[src/verilog/step_timing_defines.vh]
// register offsets, field positions, reset values and state codes of step_timing_cfg
// assumes the includer wants plain `define names, no package
`ifndef STEP_TIMING_DEFINES_VH
`define STEP_TIMING_DEFINES_VH

`define ADDR_STEP_TIMING    8'h10
`define ADDR_START_OUT_ADD  8'h11
`define ADDR_STEP_INCR      8'h12
`define ADDR_START_DELAY    8'h13
`define ADDR_CLK_GATE_WAIT  8'h14
`define ADDR_STANDBY_WAIT   8'h15
`define ADDR_FREEWHEEL_WAIT 8'h16
`define ADDR_SCALE_VEL      8'h17
`define ADDR_SCALE_UP       8'h18
`define ADDR_SCALE_DOWN     8'h19
`define ADDR_CONTROL        8'h20
`define ADDR_DRIVE_SCALES   8'h21
`define ADDR_STATUS         8'h22
`define ADDR_POSITION       8'h23

`define RST_STEP_TIMING     32'h0000_0000
`define RST_WORD            32'h0000_0000
`define RST_STEP_INCR       32'h0100_0000
`define RST_FIELD24         24'h00_0000
`define RST_CONTROL         2'h0
`define RST_DRIVE_SCALES    24'h00_0000

// field positions in step timing word
`define STEP_EXT_LSB        0
`define DIR_SETUP_LSB       16
// control bits
`define CTRL_PWM_BIT        0
`define CTRL_CLOSED_BIT     1
// drive scale word fields
`define LOW_SCALE_LSB       0
`define HIGH_SCALE_LSB      8
`define HOLD_SCALE_LSB      16

// step output sequencer states
`define ST_IDLE             2'h0
`define ST_SETUP            2'h1
`define ST_HIGH             2'h2
`define ST_LOW              2'h3

`endif

[src/verilog/step_timing_cfg.v]
// step/direction timing, start pulse, idle-phase delays and current scale stepping
// assumes synchronous inputs on i_clk_sys and a master that never waits for read data
`timescale 1ns/1ps
`include "step_timing_defines.vh"

module step_timing_cfg #(
  parameter SCALE_W = 8 // width of drive scale values
) (
  input  wire               i_clk_sys,          // 20 MHz system clock
  input  wire               i_resetn,           // async reset, active low
  input  wire [7:0]         i_addr,             // register address
  input  wire [31:0]        i_wr_data,          // write data
  input  wire               i_wr,               // write strobe
  input  wire               i_rd,               // read strobe
  output reg  [31:0]        o_rd_data,          // read data, cycle after i_rd
  input  wire               i_step_req,         // request one output step
  input  wire               i_step_dir,         // direction of requested step
  input  wire               i_step_input_pin,   // step input, rising edge active
  input  wire               i_start_trigger,    // start trigger pulse
  input  wire               i_clk_gate_req,     // clock gating request level
  input  wire               i_ramp_stop,        // ramp stopped level
  input  wire [23:0]        i_actual_velocity,  // actual velocity magnitude
  output reg                o_step_output_pin,  // step output
  output reg                o_direction_output_pin, // direction output
  output reg                o_step_busy,        // step sequencer busy
  output reg                o_start_out,        // start output
  output reg                o_start_release,    // internal start release pulse
  output reg                o_clk_gating,       // clock gating active
  output reg                o_standby,          // standby phase active
  output reg                o_freewheel,        // freewheeling active
  output reg                o_high_scale_sel,   // high speed drive scale selected
  output reg                o_pwm_full_scale,   // pwm velocity at full scale
  output reg  [SCALE_W-1:0] o_current_scale     // current scale value
);

  reg  [31:0]        step_timing;
  reg  [31:0]        start_pulse_extension;
  reg  [31:0]        step_input_increment;
  reg  [31:0]        start_release_delay;
  reg  [31:0]        clock_gate_wait;
  reg  [31:0]        standby_entry_wait;
  reg  [31:0]        freewheel_entry_wait;
  reg  [23:0]        scale_velocity;
  reg  [23:0]        scale_up_interval;
  reg  [23:0]        scale_down_interval;
  reg  [1:0]         control;
  reg  [23:0]        drive_scales;
  reg  [31:0]        position;
  reg  [1:0]         step_state;
  reg  [15:0]        step_cnt;
  reg  [31:0]        start_cnt;
  reg                start_wait;
  reg  [31:0]        start_len;
  reg  [31:0]        gate_cnt;
  reg  [31:0]        standby_cnt;
  reg  [31:0]        freewheel_cnt;
  reg  [23:0]        scale_cnt;
  reg                step_in_prev;
  reg  [31:0]        next_rd_data;

  wire [15:0]        step_ext    = step_timing[`STEP_EXT_LSB +: 16];
  wire [15:0]        dir_setup   = step_timing[`DIR_SETUP_LSB +: 16];
  wire               pwm_mode    = control[`CTRL_PWM_BIT];
  wire               closed_loop = control[`CTRL_CLOSED_BIT];
  wire [SCALE_W-1:0] low_scale   = drive_scales[`LOW_SCALE_LSB +: SCALE_W];
  wire [SCALE_W-1:0] high_scale  = drive_scales[`HIGH_SCALE_LSB +: SCALE_W];
  wire [SCALE_W-1:0] hold_scale  = drive_scales[`HOLD_SCALE_LSB +: SCALE_W];
  wire               vel_above   = i_actual_velocity > scale_velocity;
  wire               use_high    = !pwm_mode && vel_above;
  wire [SCALE_W-1:0] run_scale   = use_high ? high_scale : low_scale;
  wire [SCALE_W-1:0] scale_target = i_ramp_stop ? hold_scale : run_scale;
  wire               scale_up    = o_current_scale < scale_target;
  wire               scale_dn    = o_current_scale > scale_target;
  // one storage per offset; open and closed loop read the same field
  wire [23:0]        scale_ivl   = scale_up ? scale_up_interval : scale_down_interval;

  // register writes
  always @(posedge i_clk_sys or negedge i_resetn)
  begin
    if (!i_resetn)
    begin
      step_timing           <= `RST_STEP_TIMING;
      start_pulse_extension <= `RST_WORD;
      step_input_increment  <= `RST_STEP_INCR;
      start_release_delay   <= `RST_WORD;
      clock_gate_wait       <= `RST_WORD;
      standby_entry_wait    <= `RST_WORD;
      freewheel_entry_wait  <= `RST_WORD;
      scale_velocity        <= `RST_FIELD24;
      scale_up_interval     <= `RST_FIELD24;
      scale_down_interval   <= `RST_FIELD24;
      control               <= `RST_CONTROL;
      drive_scales          <= `RST_DRIVE_SCALES;
    end
    else if (i_wr)
    begin
      case (i_addr)
        `ADDR_STEP_TIMING:    step_timing           <= i_wr_data;
        `ADDR_START_OUT_ADD:  start_pulse_extension <= i_wr_data;
        `ADDR_STEP_INCR:      step_input_increment  <= i_wr_data;
        `ADDR_START_DELAY:    start_release_delay   <= i_wr_data;
        `ADDR_CLK_GATE_WAIT:  clock_gate_wait       <= i_wr_data;
        `ADDR_STANDBY_WAIT:   standby_entry_wait    <= i_wr_data;
        `ADDR_FREEWHEEL_WAIT: freewheel_entry_wait  <= i_wr_data;
        `ADDR_SCALE_VEL:      scale_velocity        <= i_wr_data[23:0];
        `ADDR_SCALE_UP:       scale_up_interval     <= i_wr_data[23:0];
        `ADDR_SCALE_DOWN:     scale_down_interval   <= i_wr_data[23:0];
        `ADDR_CONTROL:        control               <= i_wr_data[1:0];
        `ADDR_DRIVE_SCALES:   drive_scales          <= i_wr_data[23:0];
        default:              control               <= control;
      endcase
    end
  end

  // read mux; unmapped addresses read zero
  always @*
  begin
    next_rd_data = 32'h0000_0000;
    case (i_addr)
      `ADDR_STEP_TIMING:    next_rd_data = step_timing;
      `ADDR_START_OUT_ADD:  next_rd_data = start_pulse_extension;
      `ADDR_STEP_INCR:      next_rd_data = step_input_increment;
      `ADDR_START_DELAY:    next_rd_data = start_release_delay;
      `ADDR_CLK_GATE_WAIT:  next_rd_data = clock_gate_wait;
      `ADDR_STANDBY_WAIT:   next_rd_data = standby_entry_wait;
      `ADDR_FREEWHEEL_WAIT: next_rd_data = freewheel_entry_wait;
      `ADDR_SCALE_VEL:      next_rd_data = {8'h00, scale_velocity};
      `ADDR_SCALE_UP:       next_rd_data = {8'h00, scale_up_interval};
      `ADDR_SCALE_DOWN:     next_rd_data = {8'h00, scale_down_interval};
      `ADDR_CONTROL:        next_rd_data = {30'h0000_0000, control};
      `ADDR_DRIVE_SCALES:   next_rd_data = {8'h00, drive_scales};
      `ADDR_STATUS:
        next_rd_data = {16'h0000, o_current_scale, o_pwm_full_scale, o_high_scale_sel,
                        o_freewheel, o_standby, o_clk_gating, o_start_out,
                        o_step_busy, o_direction_output_pin};
      `ADDR_POSITION:       next_rd_data = position;
      default:              next_rd_data = 32'h0000_0000;
    endcase
  end

  always @(posedge i_clk_sys or negedge i_resetn)
  begin
    if (!i_resetn)
      o_rd_data <= 32'h0000_0000;
    else if (i_rd)
      o_rd_data <= next_rd_data;
    else
      o_rd_data <= 32'h0000_0000;
  end

  // step output sequencer; requests while busy are dropped
  always @(posedge i_clk_sys or negedge i_resetn)
  begin
    if (!i_resetn)
    begin
      step_state             <= `ST_IDLE;
      step_cnt               <= 16'h0000;
      o_step_output_pin      <= 1'b0;
      o_direction_output_pin <= 1'b0;
      o_step_busy            <= 1'b0;
    end
    else
    begin
      case (step_state)
        `ST_IDLE:
          if (i_step_req)
          begin
            o_step_busy <= 1'b1;
            if (i_step_dir != o_direction_output_pin)
            begin
              o_direction_output_pin <= i_step_dir;
              step_cnt               <= dir_setup;
              step_state             <= `ST_SETUP;
            end
            else
            begin
              o_step_output_pin <= 1'b1;
              step_cnt          <= step_ext;
              step_state        <= `ST_HIGH;
            end
          end
        `ST_SETUP:
          if (step_cnt == 16'h0000)
          begin
            o_step_output_pin <= 1'b1;
            step_cnt          <= step_ext;
            step_state        <= `ST_HIGH;
          end
          else
            step_cnt <= step_cnt - 16'h0001;
        `ST_HIGH:
          if (step_cnt == 16'h0000)
          begin
            o_step_output_pin <= 1'b0;
            step_state        <= `ST_LOW;
          end
          else
            step_cnt <= step_cnt - 16'h0001;
        `ST_LOW:
        begin
          // one low cycle guarantees a visible inactive level between steps
          o_step_busy <= 1'b0;
          step_state  <= `ST_IDLE;
        end
        default:
          step_state <= `ST_IDLE;
      endcase
    end
  end

  // input steps into the internal position
  always @(posedge i_clk_sys or negedge i_resetn)
  begin
    if (!i_resetn)
    begin
      step_in_prev <= 1'b0;
      position     <= 32'h0000_0000;
    end
    else
    begin
      step_in_prev <= i_step_input_pin;
      if (i_step_input_pin && !step_in_prev)
        position <= position + step_input_increment;
    end
  end

  // start trigger: delay, then release pulse and stretched start output in the same cycle
  always @(posedge i_clk_sys or negedge i_resetn)
  begin
    if (!i_resetn)
    begin
      start_wait      <= 1'b0;
      start_cnt       <= 32'h0000_0000;
      start_len       <= 32'h0000_0000;
      o_start_release <= 1'b0;
      o_start_out     <= 1'b0;
    end
    else
    begin
      o_start_release <= 1'b0;
      if (i_start_trigger && !start_wait)
      begin
        start_wait <= 1'b1;
        start_cnt  <= start_release_delay;
      end
      else if (start_wait)
      begin
        if (start_cnt == 32'h0000_0000)
        begin
          start_wait      <= 1'b0;
          o_start_release <= 1'b1;
          o_start_out     <= 1'b1;
          start_len       <= start_pulse_extension;
        end
        else
          start_cnt <= start_cnt - 32'h0000_0001;
      end
      if (o_start_out && !(start_wait && start_cnt == 32'h0000_0000))
      begin
        if (start_len == 32'h0000_0000)
          o_start_out <= 1'b0;
        else
          start_len <= start_len - 32'h0000_0001;
      end
    end
  end

  // clock gating, standby and freewheel waits
  always @(posedge i_clk_sys or negedge i_resetn)
  begin
    if (!i_resetn)
    begin
      gate_cnt      <= 32'h0000_0000;
      standby_cnt   <= 32'h0000_0000;
      freewheel_cnt <= 32'h0000_0000;
      o_clk_gating  <= 1'b0;
      o_standby     <= 1'b0;
      o_freewheel   <= 1'b0;
    end
    else
    begin
      if (!i_clk_gate_req)
      begin
        gate_cnt     <= 32'h0000_0000;
        o_clk_gating <= 1'b0;
      end
      else if (gate_cnt >= clock_gate_wait)
        o_clk_gating <= 1'b1;
      else
        gate_cnt <= gate_cnt + 32'h0000_0001;

      if (!i_ramp_stop)
      begin
        standby_cnt   <= 32'h0000_0000;
        freewheel_cnt <= 32'h0000_0000;
        o_standby     <= 1'b0;
        o_freewheel   <= 1'b0;
      end
      else if (!o_standby)
      begin
        if (standby_cnt >= standby_entry_wait)
          o_standby <= 1'b1;
        else
          standby_cnt <= standby_cnt + 32'h0000_0001;
      end
      else if (freewheel_cnt >= freewheel_entry_wait)
        o_freewheel <= 1'b1;
      else
        freewheel_cnt <= freewheel_cnt + 32'h0000_0001;
    end
  end

  // drive scale choice and stepped current scale
  always @(posedge i_clk_sys or negedge i_resetn)
  begin
    if (!i_resetn)
    begin
      o_high_scale_sel <= 1'b0;
      o_pwm_full_scale <= 1'b0;
      o_current_scale  <= {SCALE_W{1'b0}};
      scale_cnt        <= 24'h00_0000;
    end
    else
    begin
      o_high_scale_sel <= use_high;
      o_pwm_full_scale <= pwm_mode && !(i_actual_velocity < scale_velocity);
      if (!scale_up && !scale_dn)
        scale_cnt <= 24'h00_0000;
      else if (scale_cnt >= scale_ivl)
      begin
        scale_cnt <= 24'h00_0000;
        if (scale_up)
          o_current_scale <= o_current_scale + {{(SCALE_W-1){1'b0}}, 1'b1};
        else if (closed_loop)
          o_current_scale <= o_current_scale - {{(SCALE_W-1){1'b0}}, 1'b1};
        else
          o_current_scale <= o_current_scale - {{(SCALE_W-1){1'b0}}, 1'b1};
      end
      else
        scale_cnt <= scale_cnt + 24'h00_0001;
    end
  end

endmodule // step_timing_cfg

[config.mk]
export PLATFORM = sky130hd
export DESIGN_NAME = step_timing_cfg
export DESIGN_NICKNAME = d
export VERILOG_FILES = /design/src/verilog/step_timing_cfg.v
export VERILOG_INCLUDE_DIRS = /design/src /design/src/verilog
export SDC_FILE = /design/constraint.sdc
export NUM_CORES = 1
export LEC_CHECK = 0
export BUFFER_PORTS_ARGS = -buffer_cell sky130_fd_sc_hd__buf_2
export CORE_MARGIN = 3
export CORE_UTILIZATION = 45
export DETAILED_ROUTE_END_ITERATION = 7
export MAX_ROUTING_LAYER = met4
export PLACE_DENSITY = 0.69
export RECOVER_POWER = 100
export SYNTH_ARGS = -nofsm -noshare
export SYNTH_HDL_FRONTEND = slang
export SYNTH_SLANG_ARGS = --single-unit
[constraint.sdc]
create_clock -name i_clk_sys -period 15.3 [get_ports i_clk_sys]
set_input_delay 0.765 -clock i_clk_sys [delete_from_list [all_inputs] [get_ports i_clk_sys]]
set_output_delay 0.765 -clock i_clk_sys [all_outputs]
set_load 0.02 [all_outputs]
==> summary by stage <==
Synth
When the netlist entered floorplanning its net count stood at 3622. The area share of the largest cell type after synthesis is 0.440. Of the total synthesized cell area, the portion taken by full adders, half adders and majority gates is 0.0740. The cell type contributing the most total cell area after synthesis is dfrtp_1.

The share of synthesized flip-flops with an asynchronous set or reset is 1.00. The combinational family with the most area after synthesis is compound AO/OA/AOI/OAI gates. Yosys printed 0 warnings. The post-synthesis instance area is 0.0345 mm².

Counting flops with a built-in enable in the synthesized netlist gives 0. Yosys instantiated no cell more often than dfrtp_1. The area share of xor/xnor cells in the synthesized design is 0.0297. The post-synthesis compound-gate area fraction is 0.153. A synthesized cell averages 10.3 µm². Of the total synthesized cell area, the portion taken by AND, OR, NAND and NOR gates is 0.131. In the synthesized netlist the dominant register cell turns out to be dfrtp_1. Synthesis produced 3345 cells. After synthesis the netlist holds a flip-flop and latch count of 608. The share of the Yosys chip area taken by registers is 0.441. By area the synthesized netlist is led by dfrtp_1 44%, mux2_2 11%, ha_1 7.3%. Synthesis instantiated 93 different standard cells from the library. Counting instances in the post-synthesis netlist gives the leading cell types as 607 x dfrtp_1, 340 x mux2_2, 253 x nand2_1, 201 x ha_1, 197 x a21oi_1. The portion of synthesized area spent on multiplexers is 0.131.

Timing
The achievable clock frequency is 105 MHz. The worst slew margin relative to its limit is -3.20. Of the available clock period, the critical path in the final layout requires 0.621.

The minimum clock period is 9500 ps. Setup repair after global routing left no endpoint under its margin. At the pin with the least slew margin, the transition time is 6300 ps. The count of final max-slew check failures is 698. After routing, the total negative slack on setup checks comes to 0 ps. The setup-violating endpoint count in the final report is 0. Clock skew on the completed layout was measured at 31.6 ps. The smallest hold slack is 307 ps. The final hold violation count is 0.

Clocking
The H-tree depth is 3. After clock tree synthesis, the flow added hold-fix buffers numbering 0. Post-CTS repair changed the size of 0 cells.

The later pin in the worst-skew pair is clocked with a latency of 630 ps. TritonCTS built the clock tree. The number of clock sinks is 608. The clock transition at the registers of the reported paths is 60 ps. In this run the deepest clock path goes through 3 buffers.

The post-CTS setup repair buffer count is 0. The number of clock buffers added by TritonCTS is 69. The tree is rooted in a clkbuf_16.

Global route
The wire length of the first global-routing pass is 170000 µm. The number of antenna violations at the first check in global routing is 3. The via count of the first global-routing pass was 26831. Entering global routing, the biggest net connects 116 pins. The sum of overflow across all layers after global routing is 0.

For this run, the total global-route usage over all layers was measured as 0.285.

Power
The share of total power dissipated in combinational logic is 0.240. The share of total power dissipated in sequential elements is 0.403. The reported leakage power is 17.4 nW. Dividing total power by cell area gives a power density of 127 mW/mm².

Of the total power, the share spent switching nets is 0.332. Cell internal power was estimated by the tool at 3.26 mW. The worst supply voltage drop on vdd is 0.106 mV. The clock network fraction of total power is 0.357. The switching power total is 1.62 mW.

Routing
The pre-antenna-repair detailed-routing pass consisted of 7 iterations. The vias after detailed routing is 28059. The detailed-route vias per instance is 6.25. The final wirelength is 112000 µm. The number of antenna-violating nets in the routed design is 0.

For this block, the initial DRC count from the detailed router was 3007. After detailed routing, the number of remaining DRC violations is 0. Dividing the detail-routed wire length by the instance count gives 25.1 µm.

Min path
The worst min-delay path class is in -> reg.

Setup path
For the worst setup path, the data required time is 15940 ps. The endpoint of the worst register-to-register path is o_current_scale[2]$_DFFE_PN0P_. The reg-to-reg critical path startpoint is scale_velocity[17]$_DFFE_PN0P_. Counting cells, the worst reg-to-reg path comes to 27. Tracing the worst setup path back leads to its startpoint at i_resetn. The largest fanout on the critical path is 115. The worst setup path is launched from an input port. The worst setup path is of the in -> async kind. The internal reg-to-reg setup slack is 6380 ps. For the worst setup path, the data arrival time is 10140 ps.

In this run the worst setup path terminates at scale_cnt[4]$_DFF_PN0_. STA classifies the critical path endpoint as an async pin.

Status
The final reports fail on capacitance limit, slew limit. The flow ran to the end, but the final reports show violations.

Placement
The total of buffers placed on input and output ports is 123. The HPWL after detailed placement is 81500 µm. The weighted congestion at the end of routability-driven global placement is 0.951.

Floorplan
The horizontal extent of the die is 283 µm. The core region is 0.0752 mm². Row generation in the floorplan step produced 100 rows. The initial standard-cell utilization of the core is 0.459. The die extent in y is 283 µm.

The die area is 0.0800 mm². The top-level I/O count is 124.

Finish
Counting the fill cells in the layout gives 6831. The net count of the finished layout is 3689. The area growth from synthesis to layout is 11.0%. In the final layout, the share of cells above drive strength 1 is 0.173.

Flow run
The tool flagged a number of max-cap violations equal to 18.
## kinds of logic (layout without fill, tap and decap cells)
logic type,after synthesis,after routing
and+or+nand+nor,863,863
xor gates and xnor gates,117,117
other,0,2
muxes,400,400
buffers and inverters,362,482
adders and majority gates,203,203
DFF,608,608
AOI/OAI and AO/OA,792,792
## worst min path at each step
stage | startpoint | end | slack, ps | cells past startpoint
2_1_floorplan | step_cnt[14]$_DFFE_PN0P_ | step_cnt[14]$_DFFE_PN0P_ | 440 | 2
3_3_place_gp | step_cnt[14]$_DFFE_PN0P_ | step_cnt[14]$_DFFE_PN0P_ | 460 | 2
3_5_place_dp | o_step_output_pin$_DFFE_PN0P_ | o_step_output_pin$_DFFE_PN0P_ | 470 | 2
4_1_cts | i_resetn | o_start_release$_DFF_PN0_ | 250 | 1
5_1_grt | i_step_input_pin | step_in_prev$_DFF_PN0_ | 290 | 1
6_report | i_step_input_pin | step_in_prev$_DFF_PN0_ | 310 | 1
## cell usage in the layout (no fill, tap or decap), types with 39 or more instances in the layout
cell	n
clkbuf_1	88
o21ai_0	164
mux2_2	340
o31ai_1	40
buf_2	69
clkbuf_16	71
mux2i_1	52
a22oi_1	77
nand4_1	56
inv_1	184
ha_1	201
dfrtp_1	607
xor2_1	40
and3_1	39
nand3_1	69
a21o_1	63
xnor2_1	77
nor2_1	163
a21oi_1	197
nand2_1	253
## power by group through the flow
stage | clock network (mW) | logic [mW] | registers, mW
final | 1.74 | 1.17 | 1.96
after global routing | 1.83 | 1.30 | 1.98
after CTS | 1.76 | 1.17 | 1.96
after detailed placement | 0 | 1.16 | 1.98
after global placement | 0 | 1.13 | 1.98
after floorplan | 0 | 0.848 | 1.91
## metal layers
layer | vias to the layer above | wire (µm) | part of all wire | global-route usage
li1 | 12475 | - | - | -
met1 | 14044 | 48200 | 0.43 | 0.387
met2 | 1278 | 47800 | 0.43 | 0.403
met3 | 262 | 9800 | 0.087 | 0.0556
met4 | 0 | 6610 | 0.059 | 0.149
met5 | - | 0 | 0 | -
## area by class of cell
class | instances | area [µm²] | share of cell area
clock buffer | 92 | 1970 | 0.0513
tap | 1020 | 1280 | 0.0333
inverter | 186 | 698 | 0.0182
timing repair buffer | 172 | 826 | 0.0216
clock inverter | 32 | 408 | 0.0107
antenna | 2 | 5.00 | 0.000131
sequential | 608 | 15200 | 0.397
multi-input combinational | 2375 | 17900 | 0.467
## worst max-delay path: stages
cell and delay (ps):
clkbuf_1 4230, clkbuf_1 3100, buf_4 1090, buf_4 770
## per-stage QoR
stage	util	power [mW]	std cells	instance area, µm²	worst slack, ps
after global routing	0.509	5.11	4485	38300	3920
after floorplan	-	2.76	3345	34500	8600
after detailed placement	0.481	3.14	4361	36200	7400
after global placement	0.481	3.11	4361	36200	7570
final	0.509	4.87	4487	38300	5800
after CTS	0.512	4.88	4485	38500	7820
No activity file was read; power rests on OpenSTA's default activity.
